**src/dthc_pkg.sv**
```systemverilog
package dthc_pkg;
   // ---------------------------------------------------------------
   // Register map
   // ---------------------------------------------------------------
   localparam logic [3:0]  DTHC_ADDR_CONFIG   = 4'h0;
   localparam logic [3:0]  DTHC_ADDR_STATUS   = 4'h1;
   localparam logic [3:0]  DTHC_ADDR_IRQ_STAT = 4'h2;
   localparam logic [3:0]  DTHC_ADDR_IRQ_MASK = 4'h3;
   localparam logic [31:0] DTHC_CONFIG_RESET  = 32'h0000_0000;
   localparam logic [31:0] DTHC_CONFIG_WMASK  = 32'h0000_5F40;
   // ---------------------------------------------------------------
   // Field positions in debug_config_status
   // ---------------------------------------------------------------
   localparam int DTHC_TRC_BIT  = 14;
   localparam int DTHC_DDC_LO   = 11;
   localparam int DTHC_UHE_BIT  = 10;
   localparam int DTHC_BTB_LO   = 8;
   localparam int DTHC_NPL_BIT  = 6;
   // ---------------------------------------------------------------
   // Interrupt status bits
   // ---------------------------------------------------------------
   localparam int DTHC_IRQ_OPND = 0;
   localparam int DTHC_IRQ_BRT  = 1;
   localparam int DTHC_IRQ_ILL  = 2;
   localparam int DTHC_IRQ_BKPT = 3;
   localparam int DTHC_IRQ_W    = 4;
   // ---------------------------------------------------------------
   // Encodings and timing
   // ---------------------------------------------------------------
   localparam logic [1:0] DTHC_DDC_OFF   = 2'h0;
   localparam logic [1:0] DTHC_SIZE_BYTE = 2'h1;
   localparam logic [1:0] DTHC_SIZE_WORD = 2'h2;
   localparam logic [1:0] DTHC_SIZE_LONG = 2'h3;
   localparam int DTHC_SERIAL_EXTRA_CYC  = 5;
   typedef enum logic [2:0] {
      DTHC_IDLE   = 3'b001,
      DTHC_MARKER = 3'b010,
      DTHC_SHIFT  = 3'b100
   } dthc_state_t;
endpackage : dthc_pkg

```
**src/dthc_top.sv**
```systemverilog
// Our own choices: the placing of the registers and the address-and-strobe port.
`timescale 1ns/100ps
// Behaviour
// - Capture select picks which bus operands go onto trace data output.
// - Each captured operand is preceded by a marker giving its size.
// - Byte, word, long show 8, 16, 32 bits, one nibble per trace clock.
// - Select 00 off, 01 writes, 10 reads, 11 reads and writes.
// - Any nonzero select enables partial data trace.
// - User halt permit clear: supervisor only halt; set: user also.
// - Without background debug enable every halt is an illegal opcode.
// - Branch target bytes: 00 none, 01 low two, 1x low three bytes.
// - Serial execution select clear pipelined, set non-pipelined.
// - Non-pipelined runs one instruction at a time, about five extra cycles.
// - PC breakpoint always reported before triggering instruction executes.
// - Pipelined mode may report address/data triggers imprecisely.
// - Non-pipelined mode reports address/data triggers before next instruction.
// - Trace exception enters emulator mode if emulation bit set, else supervisor.
module dthc_top
   import dthc_pkg::*;
#(
   parameter int ADDR_W = 4
) (
   input  wire logic              i_ref_clk,
   input  wire logic              i_reset,
   input  wire logic [ADDR_W-1:0] i_addr,
   input  wire logic [31:0]       i_wdata,
   input  wire logic              i_wr,
   input  wire logic              i_rd,
   output logic      [31:0]       o_rdata,
   output logic                   o_irq,
   input  wire logic              i_trace_port_clock,
   output logic      [3:0]        o_trace_data_output,
   output logic                   o_trace_valid,
   input  wire logic              i_opnd_valid,
   input  wire logic              i_opnd_write,
   input  wire logic [1:0]        i_opnd_size,
   input  wire logic [31:0]       i_opnd_data,
   input  wire logic              i_branch_valid,
   input  wire logic [31:0]       i_branch_target,
   input  wire logic              i_halt_insn,
   input  wire logic              i_user_mode,
   input  wire logic              i_background_debug_enable,
   input  wire logic              i_trace_exc,
   input  wire logic              i_pc_bkpt,
   input  wire logic              i_addr_data_bkpt,
   input  wire logic              i_insn_boundary,
   output logic                   o_halt_taken,
   output logic                   o_illegal_opcode,
   output logic                   o_serial_exec,
   output logic [2:0]             o_serial_extra_cycles,
   output logic                   o_enter_emulator,
   output logic                   o_enter_supervisor,
   output logic                   o_bkpt_report,
   output logic                   o_bkpt_precise
);
   // ---------------------------------------------------------------
   // Register file
   // ---------------------------------------------------------------
   logic [31:0] cfg_reg, cfg_next;
   logic [DTHC_IRQ_W-1:0] ist_reg, ist_next, imask_reg, imask_next;
   logic [31:0] rdata_reg, rdata_next;
   logic irq_reg, irq_next;
   logic [DTHC_IRQ_W-1:0] ev;
   logic [1:0] ddc;
   logic [1:0] branch_target_byte_count;
   logic user_halt_permit, serial_execution_select, trace_exception_emulation;
   logic busy;

   assign ddc = cfg_reg[DTHC_DDC_LO +: 2];
   assign branch_target_byte_count = cfg_reg[DTHC_BTB_LO +: 2];
   assign user_halt_permit = cfg_reg[DTHC_UHE_BIT];
   assign serial_execution_select = cfg_reg[DTHC_NPL_BIT];
   assign trace_exception_emulation = cfg_reg[DTHC_TRC_BIT];

   always_comb begin
      cfg_next   = cfg_reg;
      imask_next = imask_reg;
      rdata_next = 32'h0000_0000;
      // Reserved bits held at zero regardless of what is written
      // reserved stay zero
      if (i_wr && i_addr == DTHC_ADDR_CONFIG) begin
         cfg_next = i_wdata & DTHC_CONFIG_WMASK;
      end
      if (i_wr && i_addr == DTHC_ADDR_IRQ_MASK) begin
         imask_next = i_wdata[DTHC_IRQ_W-1:0];
      end
      // Set wins over write-one-to-clear
      ist_next = (ist_reg & ~((i_wr && i_addr == DTHC_ADDR_IRQ_STAT) ? i_wdata[DTHC_IRQ_W-1:0]
                                                                    : {DTHC_IRQ_W{1'b0}})) | ev;
      if (i_rd) begin
         case (i_addr)
            DTHC_ADDR_CONFIG:   rdata_next = cfg_reg;
            DTHC_ADDR_STATUS:   rdata_next = {29'h0000_0000, o_trace_valid, o_serial_exec, busy};
            DTHC_ADDR_IRQ_STAT: rdata_next = {28'h000_0000, ist_reg};
            DTHC_ADDR_IRQ_MASK: rdata_next = {28'h000_0000, imask_reg};
            default:            rdata_next = 32'h0000_0000;
         endcase
      end
      irq_next = |(ist_next & imask_next);
   end

   always_ff @(posedge i_ref_clk) begin
      if (i_reset) begin
         cfg_reg   <= DTHC_CONFIG_RESET;
         ist_reg   <= '0;
         imask_reg <= '0;
         rdata_reg <= 32'h0000_0000;
         irq_reg   <= 1'b0;
      end else begin
         cfg_reg   <= cfg_next;
         ist_reg   <= ist_next;
         imask_reg <= imask_next;
         rdata_reg <= rdata_next;
         irq_reg   <= irq_next;
      end
   end
   assign o_rdata = rdata_reg;
   assign o_irq   = irq_reg;

   // ---------------------------------------------------------------
   // Trace clock synchroniser and edge finder
   // ---------------------------------------------------------------
   logic tck_s1_reg, tck_s2_reg, tck_s3_reg;
   logic tck_rise;
   always_ff @(posedge i_ref_clk) begin
      if (i_reset) begin
         tck_s1_reg <= 1'b0;
         tck_s2_reg <= 1'b0;
         tck_s3_reg <= 1'b0;
      end else begin
         tck_s1_reg <= i_trace_port_clock;
         tck_s2_reg <= tck_s1_reg;
         tck_s3_reg <= tck_s2_reg;
      end
   end
   assign tck_rise = tck_s2_reg & ~tck_s3_reg;

   // ---------------------------------------------------------------
   // Trace serialiser
   // ---------------------------------------------------------------
   // Single holding register; captures arriving while busy are dropped
   dthc_state_t st_reg, st_next;
   logic [31:0] sh_reg, sh_next;
   logic [3:0]  mark_reg, mark_next;
   logic [2:0]  nib_reg, nib_next;
   logic [3:0]  dout_reg, dout_next;
   logic        tv_reg, tv_next;
   logic        opnd_take, br_take;

   assign busy = (st_reg != DTHC_IDLE);
   assign opnd_take = i_opnd_valid && (ddc != DTHC_DDC_OFF) &&
                      (i_opnd_write ? ddc[0] : ddc[1]);
   assign br_take = i_branch_valid && (branch_target_byte_count != 2'h0) && !opnd_take;

   always_comb begin
      st_next   = st_reg;
      sh_next   = sh_reg;
      mark_next = mark_reg;
      nib_next  = nib_reg;
      dout_next = dout_reg;
      tv_next   = tv_reg;
      case (st_reg)
         DTHC_IDLE: begin
            if (opnd_take) begin
               sh_next   = i_opnd_data;
               mark_next = {2'h2, i_opnd_size};
               case (i_opnd_size)
                  DTHC_SIZE_BYTE: nib_next = 3'h1;
                  DTHC_SIZE_WORD: nib_next = 3'h3;
                  default:        nib_next = 3'h7;
               endcase
               st_next = DTHC_MARKER;
            end else if (br_take) begin
               sh_next   = i_branch_target;
               mark_next = {2'h1, branch_target_byte_count[1] ? DTHC_SIZE_LONG : DTHC_SIZE_WORD};
               nib_next  = branch_target_byte_count[1] ? 3'h5 : 3'h3;
               st_next   = DTHC_MARKER;
            end
            if (tck_rise) begin
               tv_next   = 1'b0;
               dout_next = 4'h0;
            end
         end
         DTHC_MARKER: begin
            if (tck_rise) begin
               dout_next = mark_reg;
               tv_next   = 1'b1;
               st_next   = DTHC_SHIFT;
            end
         end
         DTHC_SHIFT: begin
            if (tck_rise) begin
               dout_next = sh_reg[3:0];
               sh_next   = {4'h0, sh_reg[31:4]};
               nib_next  = nib_reg - 3'h1;
               if (nib_reg == 3'h0) begin
                  st_next = DTHC_IDLE;
               end
            end
         end
         default: st_next = DTHC_IDLE;
      endcase
   end

   always_ff @(posedge i_ref_clk) begin
      if (i_reset) begin
         st_reg   <= DTHC_IDLE;
         sh_reg   <= 32'h0000_0000;
         mark_reg <= 4'h0;
         nib_reg  <= 3'h0;
         dout_reg <= 4'h0;
         tv_reg   <= 1'b0;
      end else begin
         st_reg   <= st_next;
         sh_reg   <= sh_next;
         mark_reg <= mark_next;
         nib_reg  <= nib_next;
         dout_reg <= dout_next;
         tv_reg   <= tv_next;
      end
   end
   assign o_trace_data_output = dout_reg;
   assign o_trace_valid       = tv_reg;

   // ---------------------------------------------------------------
   // Core control outputs
   // ---------------------------------------------------------------
   logic halt_ok, ill_next, halt_next, emu_next, sup_next, rep_next, prec_next;
   logic halt_reg, ill_reg, emu_reg, sup_reg, rep_reg, prec_reg, ser_reg;
   logic [2:0] xc_reg;
   logic pend_reg, pend_next;

   always_comb begin
      halt_ok   = i_background_debug_enable && (!i_user_mode || user_halt_permit);
      halt_next = i_halt_insn && halt_ok;
      ill_next  = i_halt_insn && !halt_ok;
      emu_next  = i_trace_exc && trace_exception_emulation;
      sup_next  = i_trace_exc && !trace_exception_emulation;
      pend_next = pend_reg;
      rep_next  = 1'b0;
      prec_next = 1'b0;
      if (i_pc_bkpt) begin
         rep_next  = 1'b1;
         prec_next = 1'b1;
      end else if (serial_execution_select) begin
         if (i_addr_data_bkpt || pend_reg) begin
            if (i_insn_boundary) begin
               rep_next  = 1'b1;
               prec_next = 1'b1;
               pend_next = 1'b0;
            end else begin
               pend_next = 1'b1;
            end
         end
      end else if (i_addr_data_bkpt || pend_reg) begin
         rep_next  = 1'b1;
         pend_next = 1'b0;
      end
   end

   always_ff @(posedge i_ref_clk) begin
      if (i_reset) begin
         halt_reg <= 1'b0;
         ill_reg  <= 1'b0;
         emu_reg  <= 1'b0;
         sup_reg  <= 1'b0;
         rep_reg  <= 1'b0;
         prec_reg <= 1'b0;
         pend_reg <= 1'b0;
         ser_reg  <= 1'b0;
         xc_reg   <= 3'h0;
      end else begin
         halt_reg <= halt_next;
         ill_reg  <= ill_next;
         emu_reg  <= emu_next;
         sup_reg  <= sup_next;
         rep_reg  <= rep_next;
         prec_reg <= prec_next;
         pend_reg <= pend_next;
         ser_reg  <= cfg_next[DTHC_NPL_BIT];
         xc_reg   <= cfg_next[DTHC_NPL_BIT] ? 3'(DTHC_SERIAL_EXTRA_CYC) : 3'h0;
      end
   end
   assign o_halt_taken       = halt_reg;
   assign o_illegal_opcode   = ill_reg;
   assign o_enter_emulator   = emu_reg;
   assign o_enter_supervisor = sup_reg;
   assign o_bkpt_report      = rep_reg;
   assign o_bkpt_precise     = prec_reg;
   assign o_serial_exec      = ser_reg;
   assign o_serial_extra_cycles = xc_reg;

   // Interrupt events
   assign ev[DTHC_IRQ_OPND] = opnd_take && !busy;
   assign ev[DTHC_IRQ_BRT]  = br_take && !busy;
   assign ev[DTHC_IRQ_ILL]  = ill_next;
   assign ev[DTHC_IRQ_BKPT] = rep_next;
endmodule // dthc_top

```
**config.mk**
```make
export PLATFORM = sky130hd
export DESIGN_NAME = dthc_top
export DESIGN_NICKNAME = d
export VERILOG_FILES = /design/src/dthc_pkg.sv /design/src/dthc_top.sv
export SDC_FILE = /design/constraint.sdc
export NUM_CORES = 1
export LEC_CHECK = 0
export ABC_AREA = 1
export BUFFER_PORTS_ARGS = -buffer_cell sky130_fd_sc_hd__buf_4
export CAP_MARGIN = 20
export CORE_UTILIZATION = 44
export CTS_BUF_LIST = sky130_fd_sc_hd__clkbuf_16
export DETAILED_ROUTE_END_ITERATION = 8
export MAX_ROUTING_LAYER = met4
export PLACE_DENSITY = 0.76
export SETUP_SLACK_MARGIN = 0.05
export SLEW_MARGIN = 20
export SYNTH_ARGS = -nofsm -noshare
export SYNTH_HDL_FRONTEND = slang
export SYNTH_SLANG_ARGS = --single-unit
```
**constraint.sdc**
```tcl
create_clock -name i_ref_clk -period 1.35 [get_ports i_ref_clk]
set_input_delay 0.0675 -clock i_ref_clk [delete_from_list [all_inputs] [get_ports i_ref_clk]]
set_output_delay 0.0675 -clock i_ref_clk [all_outputs]
set_load 0.02 [all_outputs]
```
==> impl_metrics.csv, run 1 <==
group,metric,value,unit
finish,fillers,738,
grt,grt_use_met2,40.6,%
grt,antenna_found_initial,0,
sta,relSlewSlack,65.5,%
floorplan,die_w,99.3,um
status,run_status,"complete, but fails checks",
finish,multiInputGateArea,0.00219,mm2
drt,num_vias,4382,
job,maxCapViolations,0,
synthesis,ys_ff_latch,84,
synthesis,synth.mux.area_fraction,0,%
grt,busiest_layer,"met2",
grt,grtUsageMet3,4.43,%
finish,n_antenna_cell,0,
synthesis,synth_fa_ha_area_share,0.901,%
floorplan,die_h,99.3,um
sta,finalSetupViolations,31,
finish,regArea,0.00170,mm2
floorplan,ios,165,
finish,finish.utilization,66.3,%
finish,largest_reg_flops,32,
power_and_ir_drop,p_per_area,1140,mW/mm2
grt,grt_pass1_wl,18.1,mm
setup_path,cp-start-kind,"flop",
finish,stdcell_area,0.00610,mm2
power_and_ir_drop,ir_drop,0.553,mV
sta,fin_tns_setup,-0.989,ns
setup_path,worstSetupPathType,"reg2reg",
placement,hpwl,7.28,mm
drt,first_pass_iters,4,
finish,areaGrowthSynthToFinish,46.4,%
synthesis,synth-main-ff-cell,"dfxtp_1",
grt,first_global_vias,4029,
finish,final_cell_mix,"nand2_1, buf_4, dfxtp_1",
power_and_ir_drop,finalPower,6.97,mW
cts,clock_path_buffers,2,
synthesis,synthXorXnorAreaFrac,0,%
cts,clk_latency,0.34,ns
drt,routedWlPerCell,12.9,um
floorplan,die_area,0.00986,mm2
cts,numCtsBuffers,9,
synthesis,synthDistinctLibCells,27,
power_and_ir_drop,pwr-share-comb,23.0,%
sta,worst_slew_pin_slew,0.514,ns
synthesis,avgSynthCellArea,6.75,um2
finish,final_cells,885,
setup_path,crit_fanout,10,
placement,gp_congestion,0.831,
status,violations,"negative setup slack",
power_and_ir_drop,power.internal,4.96,mW
finish,final_common_cell,"nand2_1",
sta,setup_ws,-0.0713,ns
sta,min_period,1.42,ns
sta,worst_hold_slack,0.00728,ns
synthesis,synth_cells,617,
sta,fin_worst_skew,0.00749,ns
power_and_ir_drop,cellLeakagePower,2.94,nW
placement,port_buffers,121,
grt,overflow,0,
drt,wirelength,11.4,mm
setup_path,crit_required,1.58,ns
grt,use_met1,27.1,%
floorplan,core.rowCount,35,
setup_path,cp-end-kind,"flop",
hold_path,min_path_type,"in2reg",
sta,rsz0062_at_grt,"yes",
cts,tritoncts,"built",
synthesis,ys_seq_area_share,40.4,%
floorplan,start_util,45.3,%
power_and_ir_drop,p_seq_share,40.6,%
sta,fin_crit_sh,105,%
cts,cts.sink_count,84,
cts,cts_root_buf,"clkbuf_16",
floorplan,core,0.00920,mm2
synthesis,ys.warnings.count,0,
drt,antenna_left,0,
sta,fmax,0.704,GHz
drt,viasPerCell,4.95,
placement,place_ws,-0.0735,ns
cts,h-tree-depth,3,
synthesis,ys_async_sr_fraction,0,%
power_and_ir_drop,switching_share,28.9,%
setup_path,arrival,1.65,ns
grt,grt_max_degree,28,
drt,drc,0,
finish,nets,889,
placement,dp_cells,845,
synthesis,netlist_area,0.00417,mm2
synthesis,synth_edf_count,0,
finish,drive_gt1_share,32.9,%
synthesis,yosys.area_share.simple,28.4,%
cts,path_clk_slew,0.07,ns
power_and_ir_drop,clockPowerShare,36.4,%
grt,grtUsageTotal,23.5,%
placement,place_area,0.00523,mm2
synthesis,synth_top_family_by_area,"simple AND/OR/NAND/NOR gates",
drt,drt_iter0_drc,233,
sta,drv_slew,0,
power_and_ir_drop,p_sw,2.01,mW
sta,hold_viol_final,0,
synthesis,synth_compound_area_share,16.1,%
## final timing paths
check | startpoint | end | slack, ns | cells after the start
hold / removal | i_wdata[6] | o_serial_extra_cycles[0]$_SDFFE_PP0P_ | 0.007 | 3
setup / recovery | st_reg[0]$_SDFFE_PP1P_ | sh_reg[2]$_SDFFE_PP0P_ | -0.07 | 9
hold reg to reg | cfg_reg[14]$_SDFFE_PP0P_ | o_enter_supervisor$_SDFF_PP0_ | 0.42 | 1
setup reg to reg | st_reg[0]$_SDFFE_PP1P_ | sh_reg[2]$_SDFFE_PP0P_ | -0.07 | 9
## what timing repair did
item | in CTS | in global routing
resized for setup | 51 | 55
hold buffers | 4 | 0
setup endpoints to repair | 44 | 49
buffers inserted | 13 | 9
pin swaps | 14 | 19
gates cloned | 3 | 3
hold endpoints to repair | 4 | 0
## routing by layer
layer / share of wire (%) / up-vias
li1: - / 2224
met1: 43 / 2002
met3: 3.9 / 20
met4: 2.1 / 0
met2: 51 / 136
met5: 0 / -
## synth_stat cells (5+ instances only)
cell type / n / area share, %
a21oi_1: 33 / 4.0
buf_2: 13 / 1.6
buf_4: 27 / 4.9
clkbuf_1: 9 / 0.81
dfxtp_1: 84 / 40
inv_1: 61 / 5.5
inv_2: 6 / 0.54
nand2_1: 167 / 15
nand4_1: 5 / 0.75
nor2_1: 92 / 8.3
nor3_1: 12 / 1.4
o211ai_1: 28 / 5.0
o21ai_0: 37 / 4.4
o21ai_1: 15 / 1.8
## logic make-up after synthesis
kind of cell	Yosys count
other cells	1
buf+inv	120
simple gates	291
flops	84
fa+ha+maj	3
compound gates	118
## power by group through the flow
| stage | combinational, mW | clock, mW | sequential [mW] |
|---|---|---|---|
| floorplan | 0.769 | 0 | 2.86 |
| global placement | 1.17 | 0 | 2.85 |
| detailed placement | 1.21 | 0 | 2.86 |
| CTS | 1.40 | 2.54 | 2.82 |
| global route | 1.76 | 2.66 | 2.85 |
| finish | 1.60 | 2.53 | 2.83 |
## area by class of cell
class                   instances  share of cell area, %
clock buffers                   9                   3.69
inverters                      67                   4.33
repair buffers                173                   24.6
clock inverters                 7                   1.33
multi-input cells             434                   35.9
flip-flops and latches         84                   27.8
well taps                     111                   2.28
## critical path, stage by stage, from the launching register on
cell and delay [ns]:
dfxtp_4 0.36, inv_4 0.07, nand3_4 0.13, nor2_4 0.15
inv_2 0.07, nand2_4 0.09, nor2_8 0.06, buf_12 0.14
o21ai_0 0.15, nor2_1 0.07
No activity file was read; power rests on OpenSTA's default activity.
==> run 2, diff against run 1 <==
--- a/config.mk
+++ b/config.mk
@@ -8,11 +8,13 @@
 export ABC_AREA = 1
 export BUFFER_PORTS_ARGS = -buffer_cell sky130_fd_sc_hd__buf_4
 export CAP_MARGIN = 20
-export CORE_UTILIZATION = 44
+export CELL_PAD_IN_SITES_DETAIL_PLACEMENT = 1
+export CELL_PAD_IN_SITES_GLOBAL_PLACEMENT = 1
+export CORE_UTILIZATION = 30
 export CTS_BUF_LIST = sky130_fd_sc_hd__clkbuf_16
 export DETAILED_ROUTE_END_ITERATION = 8
 export MAX_ROUTING_LAYER = met4
-export PLACE_DENSITY = 0.76
+export PLACE_DENSITY_LB_ADDON = 0.1
 export SETUP_SLACK_MARGIN = 0.05
 export SLEW_MARGIN = 20
 export SYNTH_ARGS = -nofsm -noshare
==> run 2 against run 1 <==
Sequential cell count is the same. The run still ends with negative setup slack left. Power decreased by 0.14%. Critical path depth is the same. Clock power fell by 6%.
==> impl_metrics.csv, run 2 (synthesis results as in run 1) <==
group,metric,value,unit
status,run_status,"complete, but fails checks",
status,violations,"negative setup slack",
cts,h-tree-depth,3,
floorplan,die_w,120,um
power_and_ir_drop,cellLeakagePower,3.05,nW
setup_path,cp.buffers_inverters,2,
sta,worst_slew_pin_slew,0.536,ns
setup_path,worstSetupPathType,"reg2reg",
grt,grtUsageTotal,19.0,%
sta,setup_ws,-0.107,ns
power_and_ir_drop,ir_drop,0.513,mV
setup_path,crit_required,1.58,ns
placement,place_ws,-0.134,ns
sta,fin_worst_skew,0.0123,ns
power_and_ir_drop,p_seq_share,41.0,%
cts,cts.sink_count,84,
floorplan,start_util,31.1,%
setup_path,cp-start-kind,"flop",
finish,final_common_cell,"nand2_1",
sta,hold_viol_final,0,
finish,nets,903,
setup_path,crit_path_cell_trace,"nor2_2 -> nor2_2 -> nand2_4 -> buf_6 -> buf_12 -> o211ai_1 -> nand2_1 -> nor2_1 -> nor2_1",
finish,largest_reg_flops,32,
drt,routedWlPerCell,14.3,um
power_and_ir_drop,p_sw,2.00,mW
drt,wirelength,13.8,mm
finish,n_antenna_cell,0,
power_and_ir_drop,p_per_area,1080,mW/mm2
finish,areaGrowthSynthToFinish,54.1,%
drt,antenna_left,0,
setup_path,cp_slowest_cell,"dfxtp_2",
sta,fmax,0.686,GHz
cts,clock_path_buffers,2,
drt,viasPerCell,4.59,
sta,worst_hold_slack,0.0164,ns
sta,finalSetupViolations,37,
setup_path,cp-end-kind,"flop",
setup_path,rrSetupSlack,-0.11,ns
job,maxCapViolations,0,
grt,antenna_found_initial,0,
drt,num_vias,4417,
hold_path,min_path_type,"in2reg",
sta,rsz0062_at_grt,"yes",
power_and_ir_drop,clockPowerShare,34.1,%
drt,drt_iter0_drc,157,
setup_path,crit_family,"simple AND/OR/NAND/NOR gates",
floorplan,ios,165,
grt,grt_pass1_wl,21.2,mm
grt,first_global_vias,4549,
grt,grt_max_degree,51,
sta,drv_slew,0,
cts,cts_root_buf,"clkbuf_16",
drt,drc,0,
placement,gp_congestion,0.755,
cts,numCtsBuffers,9,
power_and_ir_drop,pwr-share-comb,24.9,%
sta,min_period,1.46,ns
floorplan,core.rowCount,42,
setup_path,cp_slowest_stage_delay,0.33,ns
power_and_ir_drop,finalPower,6.96,mW
placement,hpwl,8.89,mm
placement,port_buffers,121,
drt,first_pass_iters,4,
finish,drive_gt1_share,36.6,%
cts,tritoncts,"built",
setup_path,arrival,1.69,ns
floorplan,die_h,120,um
floorplan,die_area,0.0144,mm2
setup_path,crit_fanout,8,
grt,overflow,0,
floorplan,core,0.0134,mm2
finish,final_cell_mix,"nand2_1, buf_4, dfxtp_1",
power_and_ir_drop,switching_share,28.8,%
power_and_ir_drop,power.internal,4.96,mW
cts,clk_latency,0.34,ns
cts,path_clk_slew,0.06,ns
sta,relSlewSlack,64.0,%
sta,fin_crit_sh,108,%
sta,fin_tns_setup,-2.01,ns
run 2: cell types whose count changed in the layout (fill, tap and decap cells not counted), sizes merged:
cell / before / now
clkbuf: 12 / 13
buf: 166 / 179
clkinvlp: 1 / 0
run 2: final timing paths:
check / from / end / depth (start not counted)
min: i_insn_boundary / o_bkpt_precise$_SDFF_PP0_ / 3
min reg2reg: tck_s1_reg$_SDFF_PP0_ / tck_s2_reg$_SDFF_PP0_ / 2
max reg2reg: cfg_reg[12]$_SDFFE_PP0P_ / sh_reg[17]$_SDFFE_PP0P_ / 9
max: cfg_reg[12]$_SDFFE_PP0P_ / sh_reg[17]$_SDFFE_PP0P_ / 9
run 2: power by group through the flow:
| stage | Clock (mW) | Combinational (mW) | Sequential [mW] |
|---|---|---|---|
| 2_1_floorplan | 0 | 0.769 | 2.86 |
| 3_3_place_gp | 0 | 1.23 | 2.86 |
| 3_5_place_dp | 0 | 1.27 | 2.87 |
| 4_1_cts | 2.43 | 1.45 | 2.84 |
| 5_1_grt | 2.55 | 1.91 | 2.88 |
| 6_report | 2.37 | 1.74 | 2.85 |
run 2: timing repair:
item / CTS / global route
hold buffers: 4 / 0
pin swaps: 6 / 38
setup endpoints to repair: 46 / 47
resized for setup: 57 / 95
setup buffers: 4 / 20
cloned: 2 / 5
endpoints found under the hold margin: 4 / 0
run 2: metrics by stage:
| stage | cells | utilization [%] | area, um2 |
|---|---|---|---|
| 5_1_grt | 963 | 47.9 | 6420 |
| 3_5_place_dp | 918 | 40.3 | 5390 |
| 6_report | 963 | 47.9 | 6420 |
| 4_1_cts | 943 | 44.3 | 5940 |
| 3_3_place_gp | 918 | 40.3 | 5390 |
| 2_1_floorplan | 638 | - | 4240 |
run 2: layout make-up:
type | count | area (um2)
fill | 1684 | 6980
multi-input combinational | 434 | 2310
sequential | 84 | 1690
timing repair buffer | 187 | 1660
inverter | 67 | 274
clock buffer | 9 | 225
tap | 176 | 220
clock inverter | 6 | 50.0
run 2: layer usage:
metal | part of all wire [%] | global-route usage [%]
met2 | 49 | 32.6
met5 | 0 | -
met4 | 1.5 | 6.09
met1 | 45 | 22.7
met3 | 4.8 | 3.04
run 2: worst reg2reg max path, delay by kind of cell, from the launching register on:
family,cells,cell delay (ns)
compound gates,1,0.23
buf+inv,2,0.28
flops,1,0.33
simple gates,6,0.52
==> run 3, diff against run 2 <==
--- a/config.mk
+++ b/config.mk
@@ -7,12 +7,13 @@
 export LEC_CHECK = 0
 export ABC_AREA = 1
 export BUFFER_PORTS_ARGS = -buffer_cell sky130_fd_sc_hd__buf_4
-export CAP_MARGIN = 20
 export CELL_PAD_IN_SITES_DETAIL_PLACEMENT = 1
 export CELL_PAD_IN_SITES_GLOBAL_PLACEMENT = 1
+export CORE_ASPECT_RATIO = 0.8
 export CORE_UTILIZATION = 30
 export CTS_BUF_LIST = sky130_fd_sc_hd__clkbuf_16
 export DETAILED_ROUTE_END_ITERATION = 8
+export GPL_TIMING_DRIVEN = 0
 export MAX_ROUTING_LAYER = met4
 export PLACE_DENSITY_LB_ADDON = 0.1
 export SETUP_SLACK_MARGIN = 0.05
==> run 3 against run 2 <==
The flow still finishes with violations (negative setup slack). Sequential share of layout area up 0.074 points. Hold slack worse by 0.0053 ns. Sequential power about the same. Non-clock buffer count up 19. Maximum frequency down 7.2%. Wire length up 5.4%. Register-to-register slack worse by 0.11 ns. Count of clock-buffer cells in the layout unchanged. Final area down 0.43%. Power up 6.3%. Critical endpoint is now sh_reg[28]$_SDFFE_PP0P_. Largest cell class unchanged.
==> impl_metrics.csv, run 3 (synthesis results as in run 1) <==
group,metric,value,unit
finish,fillers,1752,
drt,viasPerCell,4.57,
sta,fmax,0.637,GHz
drt,drc,0,
hold_path,min_path_type,"in2reg",
cts,path_clk_slew,0.07,ns
sta,drv_slew,0,
finish,n_antenna_cell,0,
floorplan,ios,165,
drt,routedWlPerCell,14.7,um
grt,grt_max_degree,15,
grt,antenna_found_initial,0,
status,violations,"negative setup slack",
job,maxCapViolations,0,
placement,port_buffers,121,
setup_path,setup.worst_path.start,"cfg_reg[12]$_SDFFE_PP0P_",
sta,min_period,1.57,ns
finish,regArea,0.00169,mm2
drt,drt_iter0_drc,194,
hold_path,hold_depth,3,
sta,worst_slew_pin_slew,0.646,ns
setup_path,arrival,1.81,ns
drt,num_vias,4519,
cts,tritoncts,"built",
placement,place_ws,-0.397,ns
floorplan,core,0.0136,mm2
sta,fin_worst_skew,0.00791,ns
setup_path,worst-r2r-cell-count,11,
setup_path,crit_fanout,5,
finish,areaGrowthSynthToFinish,53.5,%
finish,final_cells,988,
power_and_ir_drop,p_per_area,1160,mW/mm2
finish,drive_gt1_share,33.5,%
grt,overflow,0,
cts,h-tree-depth,3,
sta,rsz0062_at_grt,"yes",
sta,fin_crit_sh,116,%
power_and_ir_drop,ir_drop,0.575,mV
cts,cts_root_buf,"clkbuf_16",
sta,fin_tns_setup,-5.43,ns
finish,multiInputGateArea,0.00217,mm2
grt,first_global_vias,4520,
finish,final_common_cell,"nand2_1",
sta,finalSetupViolations,41,
drt,wirelength,14.5,mm
drt,antenna_left,0,
setup_path,crit_required,1.59,ns
status,run_status,"complete, but fails checks",
cts,clock_path_buffers,2,
setup_path,cp-start-kind,"flop",
sta,setup_ws,-0.220,ns
power_and_ir_drop,finalPower,7.40,mW
setup_path,worstSetupPathType,"reg2reg",
setup_path,cp-end-kind,"flop",
floorplan,die_w,134,um
finish,largest_reg_flops,32,
finish,final_cell_mix,"nand2_1, buf_4, nor2_1",
setup_path,rrSetupSlack,-0.22,ns
setup_path,crit_end,"sh_reg[28]$_SDFFE_PP0P_",
grt,grt_pass1_wl,22.5,mm
setup_path,timing.rr.start,"cfg_reg[12]$_SDFFE_PP0P_",
sta,worst_hold_slack,0.0110,ns
drt,first_pass_iters,4,
placement,hpwl,10.2,mm
sta,relSlewSlack,56.6,%
floorplan,die_h,107,um
cts,cts.sink_count,84,
grt,grtUsageTotal,20.6,%
floorplan,die_area,0.0144,mm2
floorplan,core.rowCount,38,
cts,numCtsBuffers,9,
floorplan,start_util,30.7,%
setup_path,reg2reg_to,"sh_reg[28]$_SDFFE_PP0P_",
finish,nets,923,
power_and_ir_drop,cellLeakagePower,3.12,nW
sta,hold_viol_final,0,
placement,dp_cells,939,
placement,gp_congestion,0.799,
cts,clk_latency,0.34,ns
[run 3: critical path: stages, from the launching register on]
cell	delay [ns]
dfxtp_2	0.34
nor2_2	0.04
nor2_2	0.09
nand2_2	0.10
buf_12	0.14
nand3_4	0.10
inv_6	0.07
nor2_8	0.23
buf_6	0.16
nand2_2	0.06
nand2_2	0.08
nor2_2	0.04
[run 3: final cells by class]
type | count | share of cell area (%)
inverters | 67 | 4.15
flip-flops and latches | 84 | 26.4
clock buffers | 9 | 3.52
clock inverters | 7 | 1.82
multi-input cells | 435 | 34.0
plain buffers | 53 | 6.67
well taps | 180 | 3.52
repair buffers | 153 | 19.9
[run 3: how the worst min path moves through the flow]
stage                                  start                             to  slack [ns]
final                            i_wdata[12]       cfg_reg[12]$_SDFFE_PP0P_        0.01
after CTS                         i_wdata[8]        cfg_reg[8]$_SDFFE_PP0P_       0.005
after floorplan                      i_reset  o_enter_supervisor$_SDFF_PP0_        0.14
after detailed placement  i_trace_port_clock          tck_s1_reg$_SDFF_PP0_        0.28
after global placement    i_trace_port_clock          tck_s1_reg$_SDFF_PP0_        0.28
after global routing             i_wdata[10]       cfg_reg[10]$_SDFFE_PP0P_        0.01
[run 3: layer usage]
metal | track usage [%] | wire [um] | vias up
met1 | 27.1 | 7100 | 2111
met4 | 5.11 | 80 | 0
met5 | - | 0 | -
li1 | - | - | 2296
met3 | 3.91 | 622 | 8
met2 | 32.5 | 6710 | 104
[run 3: where the power goes]
part	total (mW)	internal, mW	switching (mW)	leakage (nW)
clock network	2.87	1.81	1.06	0.171
registers	2.84	2.71	0.133	0.689
logic	1.69	0.818	0.873	2.26
total	7.40	5.33	2.07	3.12
[run 3: what timing repair did]
action | CTS | global route
gates cloned | 2 | 5
pin swaps | 16 | 37
gates resized for setup | 59 | 56
endpoints found under the hold margin | 6 | 0
buffers inserted | 11 | 9
setup endpoints to repair | 47 | 49
hold buffers | 6 | 0
[run 3: per-stage QoR]
step                utilization [%]  instance area (um2)
floorplan                         -                 4240
global placement               39.7                 5380
detailed placement             39.7                 5380
CTS                            44.8                 6070
global route                   47.2                 6390
finish                         47.2                 6390
